`config.mk`:
```
export PLATFORM = sky130hd
export DESIGN_NAME = spsq_top
export DESIGN_NICKNAME = d
export VERILOG_FILES = /design/src/design/spsq_tick.v /design/src/design/spsq_top.v
export VERILOG_INCLUDE_DIRS = /design/src /design/src/design
export SDC_FILE = /design/constraint.sdc
export NUM_CORES = 1
export LEC_CHECK = 0
export BUFFER_PORTS_ARGS = -buffer_cell sky130_fd_sc_hd__buf_2
export CAP_MARGIN = 10
export CORE_MARGIN = 2
export CORE_UTILIZATION = 25
export DETAILED_ROUTE_END_ITERATION = 16
export PLACE_DENSITY = 0.47
export RECOVER_POWER = 100
export SYNTH_ARGS = -nofsm -noshare
export SYNTH_HDL_FRONTEND = slang
export SYNTH_HIERARCHICAL = 1
export SYNTH_SLANG_ARGS = --single-unit
```
`constraint.sdc`:
```
create_clock -name clk -period 3.6 [get_ports clk]
set_clock_uncertainty 0.15 [all_clocks]
set_input_delay 0.54 -clock clk [delete_from_list [all_inputs] [get_ports clk]]
set_output_delay 0.54 -clock clk [all_outputs]
set_load 0.05 [all_outputs]
```
`src/design/spsq_regs.vh`:
```
// constants for the spindle power sequencer: offsets, fields, resets, timing
// Operation
// (RQ1) With the start jumper on local, the sequence delay starts right after power-up.
// (RQ2) With the jumper on remote, the delay starts only when a spin-up code arrives.
// (RQ3) The sequence delay is ten seconds times the logical unit address, 0 to 7.
// (RQ4) The ready indicator blinks from power-up until speed and heads are reached.
// (RQ5) After the delay the motor spins up and heads go to track zero within 60 s.
// (RQ6) The ready indicator is steady on only while powered up and free of faults.
// (RQ7) In remote operation a spin-down code starts the spin-down sequence.
// (RQ8) The ready indicator blinks throughout a commanded spin-down.
// (RQ9) After a remote spin-down completes, the ready indicator stays dark.
// (RQ10) The selected indicator is lit while a controller has the drive selected.
// (RQ11) A readable unit-ready bit is set once the power-on sequence is complete.
// (RQ12) Blink and delay timing come from a prescaled counter on the system clock.
`ifndef SPSQ_REGS_VH
`define SPSQ_REGS_VH

// register byte offsets
`define SPSQ_OFF_CTRL 5'h00
`define SPSQ_OFF_STATUS 5'h04
`define SPSQ_OFF_IRQ_STAT 5'h08
`define SPSQ_OFF_IRQ_CLR 5'h0C
`define SPSQ_OFF_IRQ_EN 5'h10

// control fields
`define SPSQ_CTRL_BLINK_LSB 0
`define SPSQ_CTRL_BLINK_MSB 15
`define SPSQ_CTRL_RST 16'h00FA
`define SPSQ_IRQ_EN_RST 4'h0

// status fields
`define SPSQ_ST_STATE_LSB 0
`define SPSQ_ST_READY_BIT 3
`define SPSQ_ST_LOCAL_BIT 4
`define SPSQ_ST_LUN_LSB 5
`define SPSQ_ST_FAULT_BIT 8
`define SPSQ_ST_SEL_BIT 9
`define SPSQ_ST_SEC_LSB 16

// interrupt bits
`define SPSQ_IRQ_READY 0
`define SPSQ_IRQ_STALL 1
`define SPSQ_IRQ_DOWN 2
`define SPSQ_IRQ_FAULT 3
`define SPSQ_IRQ_W 4

// timing
`define SPSQ_CLK_NS 40
`define SPSQ_MS_NS 1000000
`define SPSQ_MS_PER_S 1000
`define SPSQ_SEQ_UNIT_S 10
`define SPSQ_SPINUP_MAX_S 60

`endif

```
`src/design/spsq_tick.v`:
```
// prescaler producing a one-cycle enable pulse every CYCLES clocks
`timescale 1ns/10ps
module spsq_tick #(
  parameter CYCLES = 25000
) (
  // clock and reset
  input wire clk,
  input wire rst_n,
  // enable pulse
  output reg tick
);
  reg [31:0] count;

  always @(posedge clk or negedge rst_n) begin
    if (!rst_n) begin
      count <= 32'h0000_0000;
      tick <= 1'b0;
    end else if (count >= CYCLES - 1) begin
      count <= 32'h0000_0000;
      tick <= 1'b1;
    end else begin
      count <= count + 32'h0000_0001;
      tick <= 1'b0;
    end
  end
endmodule // spsq_tick

```
`src/design/spsq_top.v`:
```
// spindle power-on/power-off sequencer with indicators and register slave
//
// The implementer's own choices: register access over Avalon-MM and the address map.
`timescale 1ns/10ps
`include "spsq_regs.vh"
module spsq_top #(
  parameter TICK_CYCLES = `SPSQ_MS_NS / `SPSQ_CLK_NS,
  parameter MS_PER_S = `SPSQ_MS_PER_S
) (
  // clock and reset
  input wire clk,
  input wire rst_n,
  // straps
  input wire local_sel,
  input wire [2:0] lun,
  // function codes from the controller
  input wire spin_up_code,
  input wire spin_down_code,
  input wire selected,
  // drive mechanics
  input wire at_speed,
  input wire at_track0,
  input wire spindle_stopped,
  input wire fault,
  output reg motor_run,
  output reg head_load,
  // indicators and interface status
  output reg ready_led,
  output reg selected_led,
  output reg unit_ready,
  // avalon-mm slave
  input wire [4:0] avs_address,
  input wire avs_read,
  input wire avs_write,
  input wire [31:0] avs_writedata,
  output reg [31:0] avs_readdata,
  output reg avs_waitrequest,
  // interrupt
  output reg irq
);
  localparam S_PWR = 3'd0;
  localparam S_WAIT = 3'd1;
  localparam S_DELAY = 3'd2;
  localparam S_SPINUP = 3'd3;
  localparam S_READY = 3'd4;
  localparam S_SPINDN = 3'd5;
  localparam S_OFF = 3'd6;
  localparam S_STALL = 3'd7;

  localparam [6:0] SEQ_UNIT = `SPSQ_SEQ_UNIT_S;
  localparam [6:0] SPINUP_MAX = `SPSQ_SPINUP_MAX_S;
  // sized here so the millisecond count compare stays 16 bits wide
  localparam [15:0] MS_LAST = MS_PER_S - 1;

  // one-hot register select positions
  localparam SEL_CTRL = 0;
  localparam SEL_STATUS = 1;
  localparam SEL_IRQ_STAT = 2;
  localparam SEL_IRQ_CLR = 3;
  localparam SEL_IRQ_EN = 4;

  // true in the states where the indicator blinks
  function blink_state;
    input [2:0] st;
    begin
      blink_state = (st == S_WAIT) || (st == S_DELAY) ||
        (st == S_SPINUP) || (st == S_SPINDN);
    end
  endfunction

  // one-hot register select; unmapped offsets select nothing
  function [4:0] reg_sel;
    input [4:0] addr;
    begin
      if (addr == `SPSQ_OFF_CTRL) begin
        reg_sel = 5'h01;
      end else if (addr == `SPSQ_OFF_STATUS) begin
        reg_sel = 5'h02;
      end else if (addr == `SPSQ_OFF_IRQ_STAT) begin
        reg_sel = 5'h04;
      end else if (addr == `SPSQ_OFF_IRQ_CLR) begin
        reg_sel = 5'h08;
      end else if (addr == `SPSQ_OFF_IRQ_EN) begin
        reg_sel = 5'h10;
      end else begin
        reg_sel = 5'h00;
      end
    end
  endfunction

  reg [2:0] state;
  reg [2:0] next_state;
  reg [6:0] sec_cnt;
  reg [15:0] ms_cnt;
  reg sec_tick;
  reg [15:0] blink_cnt;
  reg blink_phase;
  reg [15:0] blink_half;
  reg [`SPSQ_IRQ_W-1:0] irq_stat;
  reg [`SPSQ_IRQ_W-1:0] irq_en;
  wire [`SPSQ_IRQ_W-1:0] next_irq_stat;
  reg [`SPSQ_IRQ_W-1:0] events;
  reg fault_q;
  reg acked;
  wire ms_tick;
  wire [6:0] delay_s;
  wire remote;
  wire req;
  wire take;
  wire [31:0] status_word;
  wire commit;
  wire clr_hit;
  wire [4:0] sel;

  assign remote = ~local_sel;
  // lun 0 gives no delay: seconds >= 0 holds on entry
  assign delay_s = SEQ_UNIT * {4'h0, lun}; // [RQ3]
  assign req = avs_read | avs_write;
  assign take = req & ~acked;

  spsq_tick #(
    .CYCLES(TICK_CYCLES)
  ) u_tick (
    .clk(clk),
    .rst_n(rst_n),
    .tick(ms_tick)
  );

  // seconds out of millisecond ticks
  always @(posedge clk or negedge rst_n) begin
    if (!rst_n) begin
      ms_cnt <= 16'h0000;
      sec_tick <= 1'b0;
    end else if (ms_tick) begin
      if (ms_cnt >= MS_LAST) begin
        ms_cnt <= 16'h0000;
        sec_tick <= 1'b1; // [RQ12]
      end else begin
        ms_cnt <= ms_cnt + 16'h0001;
        sec_tick <= 1'b0;
      end
    end else begin
      sec_tick <= 1'b0;
    end
  end

  // blink phase, half period in ms from the control register
  always @(posedge clk or negedge rst_n) begin
    if (!rst_n) begin
      blink_cnt <= 16'h0000;
      blink_phase <= 1'b0;
    end else if (ms_tick) begin
      if (blink_cnt + 16'h0001 >= blink_half) begin
        blink_cnt <= 16'h0000;
        blink_phase <= ~blink_phase; // [RQ12]
      end else begin
        blink_cnt <= blink_cnt + 16'h0001;
      end
    end
  end

  // sequence state machine
  always @* begin
    next_state = state;
    case (state)
      S_PWR: begin
        // jumper read one cycle after reset release, not under reset
        if (local_sel) begin
          next_state = S_DELAY; // [RQ1]
        end else if (spin_up_code) begin
          next_state = S_DELAY; // [RQ2]
        end else begin
          next_state = S_WAIT;
        end
      end
      S_WAIT: begin
        if (spin_up_code) begin
          next_state = S_DELAY; // [RQ2]
        end
      end
      S_DELAY: begin
        if (remote && spin_down_code) begin
          next_state = S_SPINDN; // [RQ7]
        end else if (sec_cnt >= delay_s) begin
          next_state = S_SPINUP; // [RQ3]
        end
      end
      S_SPINUP: begin
        if (remote && spin_down_code) begin
          next_state = S_SPINDN; // [RQ7]
        end else if (at_speed && at_track0) begin
          next_state = S_READY; // [RQ5]
        end else if (sec_cnt >= SPINUP_MAX) begin
          next_state = S_STALL; // [RQ5]
        end
      end
      S_READY: begin
        if (remote && spin_down_code) begin
          next_state = S_SPINDN; // [RQ7]
        end
      end
      S_SPINDN: begin
        // no timeout here: the motor only coasts, nothing to retry
        if (spindle_stopped) begin
          next_state = S_OFF;
        end
      end
      S_OFF: begin
        if (remote && spin_up_code) begin
          next_state = S_DELAY; // [RQ2]
        end
      end
      S_STALL: begin
        // only a fresh remote spin-up retries; local needs a power cycle
        if (remote && spin_up_code) begin
          next_state = S_DELAY;
        end
      end
      default: begin
        next_state = S_PWR;
      end
    endcase
  end

  always @(posedge clk or negedge rst_n) begin
    if (!rst_n) begin
      state <= S_PWR;
      sec_cnt <= 7'h00;
    end else begin
      state <= next_state;
      if (next_state != state) begin
        sec_cnt <= 7'h00;
      // saturate rather than wrap, so a stuck state never looks fresh
      end else if (sec_tick && sec_cnt != 7'h7F) begin
        sec_cnt <= sec_cnt + 7'h01;
      end
    end
  end

  // mechanics and indicators, all registered
  always @(posedge clk or negedge rst_n) begin
    if (!rst_n) begin
      motor_run <= 1'b0;
      head_load <= 1'b0;
      ready_led <= 1'b0;
      selected_led <= 1'b0;
      unit_ready <= 1'b0;
    end else begin
      motor_run <= (next_state == S_SPINUP) || (next_state == S_READY); // [RQ5]
      head_load <= ((next_state == S_SPINUP) && at_speed) ||
        (next_state == S_READY); // [RQ5]
      if (blink_state(next_state)) begin
        ready_led <= blink_phase; // [RQ4] [RQ8]
      end else if (next_state == S_READY) begin
        ready_led <= ~fault; // [RQ6]
      end else begin
        ready_led <= 1'b0; // [RQ9]
      end
      selected_led <= selected; // [RQ10]
      unit_ready <= (next_state == S_READY); // [RQ11]
    end
  end

  // interrupt events
  always @* begin
    events = {`SPSQ_IRQ_W{1'b0}};
    events[`SPSQ_IRQ_READY] = (next_state == S_READY) && (state != S_READY);
    events[`SPSQ_IRQ_STALL] = (next_state == S_STALL) && (state != S_STALL);
    events[`SPSQ_IRQ_DOWN] = (next_state == S_OFF) && (state != S_OFF);
    events[`SPSQ_IRQ_FAULT] = fault && ~fault_q;
  end

  // one decode shared by the write and read paths
  assign sel = reg_sel(avs_address);
  // writes land on the ack edge, the one the master completes on
  assign commit = acked & avs_write;
  assign clr_hit = commit & sel[SEL_IRQ_CLR];

  // a set in the same cycle as a clear wins, per bit
  genvar gi;
  generate
    for (gi = 0; gi < `SPSQ_IRQ_W; gi = gi + 1) begin : g_irq
      assign next_irq_stat[gi] = events[gi] |
        (irq_stat[gi] & ~(clr_hit & avs_writedata[gi]));
    end
  endgenerate

  assign status_word = {9'h000, sec_cnt, 6'h00, selected_led, fault,
    lun, local_sel, unit_ready, state};

  // bus handshake: one wait cycle, then a single ack cycle
  always @(posedge clk or negedge rst_n) begin
    if (!rst_n) begin
      acked <= 1'b0;
      avs_waitrequest <= 1'b1;
    end else begin
      acked <= take;
      avs_waitrequest <= ~take;
    end
  end

  // writable registers
  always @(posedge clk or negedge rst_n) begin
    if (!rst_n) begin
      blink_half <= `SPSQ_CTRL_RST;
      irq_en <= `SPSQ_IRQ_EN_RST;
    end else if (commit) begin
      if (sel[SEL_CTRL]) begin
        blink_half <= avs_writedata[`SPSQ_CTRL_BLINK_MSB:`SPSQ_CTRL_BLINK_LSB];
      end else if (sel[SEL_IRQ_EN]) begin
        irq_en <= avs_writedata[`SPSQ_IRQ_W-1:0];
      end
    end
  end

  // sticky interrupt status and the level output
  always @(posedge clk or negedge rst_n) begin
    if (!rst_n) begin
      irq_stat <= {`SPSQ_IRQ_W{1'b0}};
      fault_q <= 1'b0;
      irq <= 1'b0;
    end else begin
      fault_q <= fault;
      irq_stat <= next_irq_stat;
      irq <= |(next_irq_stat & irq_en);
    end
  end

  // read data captured on the taking edge, stands through the ack cycle
  always @(posedge clk or negedge rst_n) begin
    if (!rst_n) begin
      avs_readdata <= 32'h0000_0000;
    end else if (take && avs_read) begin
      if (sel[SEL_CTRL]) begin
        avs_readdata <= {16'h0000, blink_half};
      end else if (sel[SEL_STATUS]) begin
        avs_readdata <= status_word;
      end else if (sel[SEL_IRQ_STAT]) begin
        avs_readdata <= {28'h0000000, irq_stat};
      end else if (sel[SEL_IRQ_EN]) begin
        avs_readdata <= {28'h0000000, irq_en};
      end else begin
        // unmapped and write-only offsets read as zero
        avs_readdata <= 32'h0000_0000;
      end
    end
  end
endmodule // spsq_top
```
==> results.md, run 1 <==
* Mapped cell area at 6740 sq um
* PortBufs at 65
* Nets@finish at 838
* WL per Instance at 13.9 um
* Critical Path Max Stage Delay at 440 ps
* Min Tclk post-route at 3270 ps
* ANT nets after route at 0
* Yosys reg bits at 133
* Status: finished, violations left
* Drt via density at 4.50
* Hpwl dp at 11200 um
* CP bufs+invs at 1
* Leak at 3.63 nW
* Die ar. at 28300 sq um
* Post-route design area at 8010 sq um
* VDD IR-drop max at 0.000342 V
* Initial antenna violation count at 0
* Worst setup startpoint: blink_cnt[6]$_DFFE_PN0P_
* Latest clock arrival within the worst-skew pair at 420 ps
* FP Rows at 60
* Die width at 168 um
* Slew Limit Fails at 42
* Final Wtd Congestion at 0.760
* Post-route DRC at 0
* Setup crit start kind: flop
* Slew HR at -0.0675
* Vias in the first global route at 4986
* Reg2Reg Launch Point: blink_cnt[6]$_DFFE_PN0P_
* Reg2Reg Setup Slack at 330 ps
* Total number of vias at 5005
* Share of cells above drive strength 1 at 0.143
* Register area share after synthesis at 0.495
* Max Cap Violations at 1
* Detailed Route WL at 15500 um
* Setup violations, final at 0
* CTS buffer count at 17
* Antenna cells at 0
* Crit path DAT at 3470 ps
* GRT Util Overall at 0.114
* Tcrit/Tclk final at 0.908
* Worst EP required at 3800 ps
* EDFF count, synth at 0
* Clk slew on worst S/H paths at 60 ps
* Slew at the pin closest to its max-slew limit at 1600 ps
* Clk buf depth at 2
* Largest net degree at the start of global routing at 54
* Synth Flop Type: dfrtp_1
* Power per standard cell area at 545 nW/um^2
* HP Class: in2reg
* Asr flop ratio synth at 1.00
* Critical Path Sink Type: flop
* Crit path max fanout at 15
* Worst setup margin at 331 ps
* Starting Density at 0.252
* Placed cell area at 7520 sq um
* Root buf cell: clkbuf_16
* Core area at 26700 sq um
* Total grt overflow at 0
* Avg Inst Size Synth at 10.1 sq um
* Die height at 168 um
* Highest Clock Rate at 0.306 GHz
* CTS sink count at 133
* Cell Chain, Critical Path: and4_1, and4_1, and3_1, xor2_1, ha_1, a21oi_1, o21ai_0, a2111oi_1, nor2_1, buf_4, o21ai_0, a22o_1
* Gate Count Post-Synth at 667
* Worst path slowest cell: dfrtp_1
* Violated checks: capacitance limit, slew limit
* Hold Startpoint: selected
* Final hold slack at 84.4 ps
* First-pass GRT wire length at 25800 um
* Yosys warning count at 6
* IO Pins at 91
* Post-place setup slack at 143 ps
* Setup TNS at 0 ps
* Fillers at 2826
* Kind of cell adding the most delay to the critical path: compound AO/OA/AOI/OAI gates
* Drt pass-1 iters at 5
* Hold Violations, Final at 0
* H-tree depth at 4
* Synth cell types at 68
* DRT iter0 DRCs at 301
* RSZ-0062 raised after global routing: no
* Crit Path Category: reg2reg
* Area grow syn2layout at 18.9%
* CTS tree: yes
[timing repair]
item | in CTS | in global routing
hold endpoints to repair | 50 | 0
buffers inserted | 0 | 0
gates resized for setup | 0 | 2
hold buffers | 1 | 0
setup endpoints to repair | 0 | 11
[path summary, 6_finish.rpt]
kind | depth (start not counted) | endpoint
worst max-delay path | 12 | blink_cnt[9]$_DFFE_PN0P_
worst min-delay path | 1 | selected_led$_DFF_PN0_
worst max register to register | 12 | blink_cnt[9]$_DFFE_PN0P_
worst min register to register | 2 | avs_readdata[8]$_DFFE_PN0P_
max in group asynchronous | 3 | blink_cnt[12]$_DFFE_PN0P_
min in group asynchronous | 2 | u_tick/count[9]$_DFF_PN0_
[report_power, final]
part	switching, mW	internal, mW	total (mW)
sequential	0.193	1.67	1.86
clock	0.666	1.00	1.67
combinational	0.537	0.296	0.834
total	1.40	2.97	4.37
[routing by layer]
metal	vias up	part of all wire	wire length, um	GRT usage
met4	0	0.0063	97	0.0337
met5	-	0	0	0
met3	11	0.036	554	0.0284
met2	83	0.45	6980	0.180
li1	2520	-	-	-
met1	2391	0.51	7830	0.156
[layout make-up]
| type | count | area, sq um | share of cell area |
|---|---|---|---|
| inverter | 33 | 124 | 0.0155 |
| sequential | 133 | 3340 | 0.417 |
| clock buffer | 21 | 470 | 0.0587 |
| tap | 341 | 427 | 0.0533 |
| multi-input combinational | 490 | 3150 | 0.394 |
| clock inverter | 11 | 101 | 0.0127 |
| timing repair buffer | 82 | 399 | 0.0498 |
[stage by stage]
step	power [mW]	std cells	util
CTS	4.48	1111	0.303
detailed placement	2.78	1078	0.282
global placement	2.77	1078	0.282
global route	4.62	1111	0.300
finish	4.37	1111	0.300
floorplan	2.51	691	-
[sequential cells by signal, summed over array words and instances (netlist names), 3 cells and up]
| name | count |
|---|---|
| avs_readdata | 23 |
| blink_cnt | 16 |
| blink_half | 16 |
| irq_en | 4 |
| irq_stat | 4 |
| ms_cnt | 16 |
| sec_cnt | 7 |
| state | 3 |
| u_tick/count | 32 |
[cell families (layout without fill, tap and decap cells)]
family,Yosys count,count (layout),share of synthesized area
other,2,26,0.00111
xor gates and xnor gates,36,36,0.0468
adders and majority gates,29,29,0.0538
buffers and inverters,68,147,0.0475
and+or+nand+nor,248,248,0.197
muxes,13,13,0.0204
DFF,133,133,0.495
AOI/OAI and AO/OA,138,138,0.139
[synthesized netlist by cell type (6+ instances only)]
master,number,area share
a21o_1,7,0.0078
a21oi_1,20,0.015
a22o_1,10,0.013
a31oi_1,8,0.0074
and3_1,13,0.012
buf_4,10,0.011
clkbuf_1,18,0.010
dfrtp_1,126,0.47
dfstp_2,7,0.027
ha_1,29,0.054
inv_1,31,0.017
mux2_2,6,0.010
mux2i_1,7,0.010
nand2_1,85,0.047
nand3_1,24,0.018
nand4_1,11,0.010
nor2_1,35,0.019
nor2b_1,10,0.0093
nor3_1,9,0.0067
nor3_2,10,0.015
nor4_1,12,0.011
o21ai_0,54,0.040
o2bb2ai_1,7,0.0091
xnor2_1,20,0.026
xor2_1,16,0.021
[worst reg2reg max path, delay by kind of cell (launching register included)]
family,cells,cell delay (ps)
DFF,1,440
adders and majority gates,1,260
and+or+nand+nor,4,910
xor gates and xnor gates,1,170
buffers and inverters,1,220
AOI/OAI and AO/OA,5,1070
[layout by cell type, fill, tap and decap left out, types with 5 or more instances in the layout]
| cell | n |
|---|---|
| dfrtp_1 | 126 |
| nand2_1 | 85 |
| o21ai_0 | 55 |
| clkbuf_1 | 40 |
| nor2_1 | 36 |
| inv_1 | 31 |
| buf_2 | 30 |
| ha_1 | 29 |
| conb_1 | 26 |
| nand3_1 | 24 |
| xnor2_1 | 20 |
| a21oi_1 | 20 |
| clkbuf_16 | 17 |
| xor2_1 | 16 |
| and3_1 | 13 |
| nor4_1 | 12 |
| nand4_1 | 11 |
| nor2b_1 | 10 |
| a22o_1 | 10 |
| nor3_2 | 10 |
| nor3_1 | 9 |
| a31oi_1 | 8 |
| a21o_1 | 7 |
| o2bb2ai_1 | 7 |
| mux2i_1 | 7 |
| dfstp_2 | 7 |
| mux2_2 | 6 |
| buf_4 | 6 |
| and4_1 | 5 |
| nand2b_1 | 5 |
| nor3b_1 | 5 |
| o211ai_1 | 5 |
No activity file was read; power rests on OpenSTA's default activity.
==> run 2: changes to the inputs <==
--- a/config.mk
+++ b/config.mk
@@ -13,7 +13,7 @@
 export DETAILED_ROUTE_END_ITERATION = 16
 export PLACE_DENSITY = 0.47
 export RECOVER_POWER = 100
+export SLEW_MARGIN = 20
 export SYNTH_ARGS = -nofsm -noshare
 export SYNTH_HDL_FRONTEND = slang
-export SYNTH_HIERARCHICAL = 1
 export SYNTH_SLANG_ARGS = --single-unit
==> results.md, run 2 <==
* Sw frac at 0.347 (+0.0271)
* Power per standard cell area at 596 nW/um^2 (+9.4%)
* Yosys reg bits at 133 (unchanged)
* DRT iter0 DRCs at 315 (+4.7%)
* Final Wtd Congestion at 0.752 (-1.0%)
* Critical Path Sink Type: flop
* Max Cap Violations at 1 (unchanged)
* Vias in the first global route at 4911 (-1.5%)
* GRT Util Overall at 0.119 (+0.00471)
* Final hold slack at 81.7 ps (-2.75 ps)
* Die ar. at 27600 sq um (-2.4%)
* Post-CTS Resized at 0 (unchanged)
* Root buf cell: clkbuf_16
* Top cells by instance count after synthesis: 126 x dfrtp_1, 65 x nor2_1, 58 x nand2_1
* IO Pins at 91 (unchanged)
* Die width at 166 um (-1.2%)
* Most frequent cell after synthesis: dfrtp_1
* Area grow syn2layout at 19.9%
* Asr flop ratio synth at 1.00 (unchanged)
* First-pass GRT wire length at 26600 um (+2.9%)
* Avg Inst Size Synth at 10.1 sq um (about the same)
* PortBufs at 65 (unchanged)
* CTS tree: yes
* WL per Instance at 14.3 um (+3.0%)
* Mapped cell area at 6570 sq um (-2.5%)
* Synth cell types at 72 (+5.9%)
* Largest register FFs at 32 (unchanged)
* Latest clock arrival within the worst-skew pair at 420 ps (about the same)
* Slew at the pin closest to its max-slew limit at 1800 ps (+196 ps)
* Min Tclk post-route at 3240 ps (-25.2 ps)
* Gate Count Post-Synth at 651 (-2.4%)
* Highest Clock Rate at 0.308 GHz (+0.78%)
* NetSw at 1.63 mW (+17%)
* Die height at 166 um (-1.2%)
* Top-area cell type share of the netlist area at 0.480 (+0.0118)
* Int Pwr at 3.07 mW (+3.3%)
* Total grt overflow at 0 (unchanged)
* Yosys top cell by area: dfrtp_1
* Initial antenna violation count at 0 (unchanged)
* Tcrit/Tclk final at 0.901 (-0.00700)
* Clk buf depth at 2 (unchanged)
* Crit path DAT at 3430 ps (-40 ps)
* H-tree depth at 4 (unchanged)
* Antenna cells at 0 (unchanged)
* Postcts setup bufs at 0 (unchanged)
* Biggest register: u_tick.count
* Post-route DRC at 0 (unchanged)
* Crit path max fanout at 7 (-8)
* FP Rows at 59 (-1.7%)
* Status: finished, violations left
* Register area share after synthesis at 0.508 (+0.0125)
* Core area at 25900 sq um (-3.0%)
* CTS sink count at 133 (unchanged)
* Most common cell after layout, fill and taps aside: dfrtp_1
* Biggest regs: u_tick.count: 32 flops, avs_readdata: 23 flops
* Hpwl dp at 11300 um (+0.32%)
* Setup TNS at 0 ps (unchanged)
* Violated checks: capacitance limit, slew limit
* RSZ-0062 raised after global routing: no
* Commonest cells after routing, fill and taps aside: 126 x dfrtp_1, 65 x nor2_1, 58 x nand2_1
* Sequential Power Share at 0.395 (-0.031)
* Yosys warning count at 0 (-6)
* Crit Path Category: in2reg
* Synth Flop Type: dfrtp_1
* Starting Density at 0.254 (+0.00151)
* Largest net degree at the start of global routing at 74 (+37%)
* Clock Power Share at 0.374 (-0.009)
* Largest cells by area after synthesis: dfrtp_1 48%, ha_1 5.5%, nor2_1 3.7%
* Total number of vias at 4936 (-1.4%)
* Logic pwr share at 0.231 (+0.040)
* Clk slew on worst S/H paths at 70 ps (about the same)
* Setup crit start kind: primary input
* ANT nets after route at 0 (unchanged)
* HP Class: in2reg
* Nets@finish at 826 (-1.4%)
* Drt pass-1 iters at 5 (unchanged)
* Slew Limit Fails at 74 (+76%)
* VDD IR-drop max at 0.000227 V (-34%)
* Share of cells above drive strength 1 at 0.132 (-0.0109)
* Slew HR at -0.198 (-0.131)
* EDFF count, synth at 0 (unchanged)
* CTS buffer count at 17 (unchanged)
* Detailed Route WL at 15700 um (+1.4%)
* Leak at 3.63 nW (about the same)
* Setup violations, final at 0 (unchanged)
* Hold buffers post-CTS at 0 (-1)
* Worst EP required at 3790 ps (about the same)
* Hold Violations, Final at 0 (unchanged)
* Drt via density at 4.52 (+0.25%)
==> run 2: worst max-delay path, stage by stage <==
cell	delay, ps
clkbuf_1	120
ha_1	210
ha_1	180
ha_1	270
inv_1	40
ha_1	280
o21a_1	170
a2111oi_0	380
o21ai_0	230
a211oi_1	310
o21ai_0	360
a311oi_2	340
==> run 2: worst paths after layout <==
| check | start | endpoint | slack (ps) | depth (start not counted) |
|---|---|---|---|---|
| max in group asynchronous | rst_n | avs_readdata[7]$_DFFE_PN0P_ | 770 | 2 |
| worst min register to register | avs_readdata[13]$_DFFE_PN0P_ | avs_readdata[13]$_DFFE_PN0P_ | 320 | 2 |
| worst max register to register | blink_cnt[0]$_DFFE_PN0P_ | blink_cnt[11]$_DFFE_PN0P_ | 380 | 13 |
| worst min-delay path | selected | selected_led$_DFF_PN0_ | 80 | 1 |
| worst max-delay path | lun[0] | sec_cnt[2]$_DFFE_PN0P_ | 360 | 12 |
| min in group asynchronous | rst_n | u_tick.count[9]$_DFF_PN0_ | 430 | 1 |
==> run 2: cell type report <==
class                   count  area (sq um)
clock buffers              18           439
flip-flops and latches    133          3340
repair buffers             79           372
fillers                  2733         18000
multi-input cells         468          2990
well taps                 335           419
inverters                  46           173
clock inverters            14           155
==> run 2: routing by layer <==
layer	vias up	share of wire	global-route usage
met1	2367	0.51	0.172
met3	17	0.041	0.0274
li1	2456	-	-
met2	96	0.43	0.176
met5	-	0	0
met4	0	0.014	0.0386
==> run 2: logic make-up after synthesis <==
group	share of synthesized area
AO/OA/AOI/OAI	0.131
XOR/XNOR	0.0453
AND/OR/NAND/NOR	0.178
multiplexers	0.0335
other	0.000570
buffers and inverters	0.0487
flip-flops	0.508
adder cells (fa/ha/maj)	0.0552
==> run 2: power by group through the flow <==
stage	clock network, mW	registers [mW]	logic [mW]
2_1_floorplan	0	1.95	0.718
3_3_place_gp	0	1.88	1.13
3_5_place_dp	0	1.88	1.14
5_1_grt	1.88	1.89	1.22
4_1_cts	1.81	1.86	1.15
6_report	1.76	1.86	1.09
==> run 2: stage by stage <==
stage	cell area (sq um)	worst slack, ps	utilization	total power, mW	cells
after floorplan	6670	475	-	2.67	676
after global placement	7400	307	0.286	3.01	1061
after detailed placement	7400	277	0.286	3.02	1061
after CTS	8000	361	0.309	4.81	1093
after global routing	7880	93.9	0.304	4.98	1093
final	7880	356	0.304	4.70	1093
==> run 3: changes to the inputs <==
--- a/config.mk
+++ b/config.mk
@@ -12,7 +12,6 @@
 export CORE_UTILIZATION = 25
 export DETAILED_ROUTE_END_ITERATION = 16
 export PLACE_DENSITY = 0.47
-export RECOVER_POWER = 100
 export SLEW_MARGIN = 20
 export SYNTH_ARGS = -nofsm -noshare
 export SYNTH_HDL_FRONTEND = slang
==> results.md, run 3 (synthesized netlist as in run 2, its figures left out) <==
* RSZ-0062 raised after global routing: no
* GRT Util Overall at 0.119 (unchanged)
* Largest net degree at the start of global routing at 74 (unchanged)
* Antenna cells at 0 (unchanged)
* Die ar. at 27600 sq um (unchanged)
* Starting Density at 0.254 (unchanged)
* Post-CTS Resized at 0 (unchanged)
* Reg2Reg Launch Point: blink_cnt[0]$_DFFE_PN0P_
* Violated checks: hold timing
* Die width at 166 um (unchanged)
* Latest clock arrival within the worst-skew pair at 430 ps (about the same)
* Total design power at 4.76 mW (+1.2%)
* Post-route DRC at 0 (unchanged)
* Highest Clock Rate at 0.310 GHz (+0.71%)
* Crit Path Category: reg2reg
* Reg2Reg Setup Slack at 380 ps (about the same)
* Post-place setup slack at 277 ps (unchanged)
* Leak at 3.78 nW (+4.1%)
* Detailed Route WL at 15700 um (about the same)
* Setup crit start kind: flop
* Slew Limit Fails at 0 (-100%)
* Slew HR at 0.367 (+0.565)
* H-tree depth at 4 (unchanged)
* Worst EP required at 3790 ps (about the same)
* Hpwl dp at 11300 um (unchanged)
* Postcts setup bufs at 0 (unchanged)
* Setup violations, final at 0 (unchanged)
* HP Class: in2async
* WL per Instance at 14.3 um (about the same)
* Drt pass-1 iters at 5 (unchanged)
* First-pass GRT wire length at 26600 um (unchanged)
* Fillers at 2704 (-1.1%)
* Post-route design area at 8000 sq um (+1.4%)
* CTS buffer count at 17 (unchanged)
* Total grt overflow at 0 (unchanged)
* Vias in the first global route at 4911 (unchanged)
* Placed cell area at 7400 sq um (unchanged)
* Clk buf depth at 2 (unchanged)
* Die height at 166 um (unchanged)
* PortBufs at 65 (unchanged)
* Reg2reg end: blink_cnt[6]$_DFFE_PN0P_
* Most common cell after layout, fill and taps aside: dfrtp_1
* R2R cell count at 13 (unchanged)
* Tcrit/Tclk final at 0.895 (-0.00635)
* Biggest regs: u_tick.count: 32 flops, avs_readdata: 23 flops
* Root buf cell: clkbuf_16
* Hold Violations, Final at 19 (+19)
* Biggest register: u_tick.count
* Total number of vias at 4927 (-0.18%)
* CTS sink count at 133 (unchanged)
* Core area at 25900 sq um (unchanged)
* Worst path slowest cell: dfrtp_1
* Max Cap Violations at 0 (-1)
* Kind of cell adding the most delay to the critical path: compound AO/OA/AOI/OAI gates
* Setup TNS at 0 ps (unchanged)
* VDD IR-drop max at 0.000229 V (+0.54%)
* IO Pins at 91 (unchanged)
* Cell Chain, Critical Path: ha_1, nand3_1, nor2_1, nand3_1, xnor2_1, ha_1, a21oi_1, a21boi_0, o31a_1, a21o_1, buf_4, o31a_1, o22ai_1
* Commonest cells after routing, fill and taps aside: 126 x dfrtp_1, 65 x nor2_1, 64 x buf_2
* Hold buffers post-CTS at 0 (unchanged)
* Critical Path Max Stage Delay at 440 ps (+60 ps)
* CP bufs+invs at 1 (-1)
* ANT nets after route at 0 (unchanged)
* Status: finished, violations left
* Final hold slack at -26.7 ps (-108 ps)
* Critical Path Sink Type: flop
* Final Wtd Congestion at 0.752 (unchanged)
* Worst setup margin at 379 ps (+22.9 ps)
* DRT iter0 DRCs at 342 (+8.6%)
* Drt via density at 4.51 (-0.18%)
* Nets@finish at 826 (unchanged)
* Power per standard cell area at 595 nW/um^2 (-0.20%)
* Share of cells above drive strength 1 at 0.194 (+0.0620)
* Crit path max fanout at 8 (+1)
* Initial antenna violation count at 0 (unchanged)
* FP Rows at 59 (unchanged)
* Crit path DAT at 3410 ps (-20 ps)
* CTS tree: yes
* Clk slew on worst S/H paths at 70 ps (about the same)
* Largest register FFs at 32 (unchanged)
* Slew at the pin closest to its max-slew limit at 950 ps (-848 ps)
* Min Tclk post-route at 3220 ps (-22.9 ps)
* Area grow syn2layout at 21.7%
-- run 3: power by group --
group          switching, mW  internal [mW]
combinational          0.706          0.436
sequential             0.183           1.67
clock                  0.755           1.00
-- run 3: stage by stage --
stage | utilization | hold slack (ps) | std cells
final | 0.309 | -26.7 | 1093
after global routing | 0.309 | 27.7 | 1093
after CTS | 0.309 | 4.94 | 1093
after detailed placement | 0.286 | 303 | 1061
after global placement | 0.286 | 298 | 1061
after floorplan | - | 94.4 | 676
-- run 3: layer usage --
| layer | share of wire | global-route usage | wire length [um] |
|---|---|---|---|
| met2 | 0.44 | 0.176 | 6850 |
| met4 | 0.012 | 0.0386 | 195 |
| met1 | 0.51 | 0.172 | 8000 |
| met3 | 0.040 | 0.0274 | 627 |
| met5 | 0 | 0 | 0 |
-- run 3: worst max-delay path by stage --
stage,cells past startpoint,to,startpoint,slack [ps]
finish,13,blink_cnt[6]$_DFFE_PN0P_,blink_cnt[0]$_DFFE_PN0P_,380
floorplan,13,blink_cnt[11]$_DFFE_PN0P_,blink_cnt[0]$_DFFE_PN0P_,470
global route,13,blink_cnt[6]$_DFFE_PN0P_,blink_cnt[0]$_DFFE_PN0P_,120
global placement,12,sec_cnt[2]$_DFFE_PN0P_,lun[0],310
CTS,13,blink_cnt[6]$_DFFE_PN0P_,blink_cnt[0]$_DFFE_PN0P_,360
detailed placement,12,sec_cnt[2]$_DFFE_PN0P_,lun[0],280
-- run 3: layout make-up --
cell class,count,area (sq um),share of cell area
clock buffers,18,439,0.0549
flip-flops and latches,133,3340,0.417
repair buffers,79,462,0.0577
clock inverters,14,155,0.0194
multi-input cells,468,3010,0.377
inverters,46,173,0.0216
well taps,335,419,0.0524
-- run 3: worst reg2reg max path, delay by kind of cell (launching register included) --
kind | cells | cell delay (ps)
AOI/OAI and AO/OA | 6 | 1120
xor gates and xnor gates | 1 | 220
adders and majority gates | 2 | 550
buffers and inverters | 1 | 180
DFF | 1 | 440
and+or+nand+nor | 3 | 490
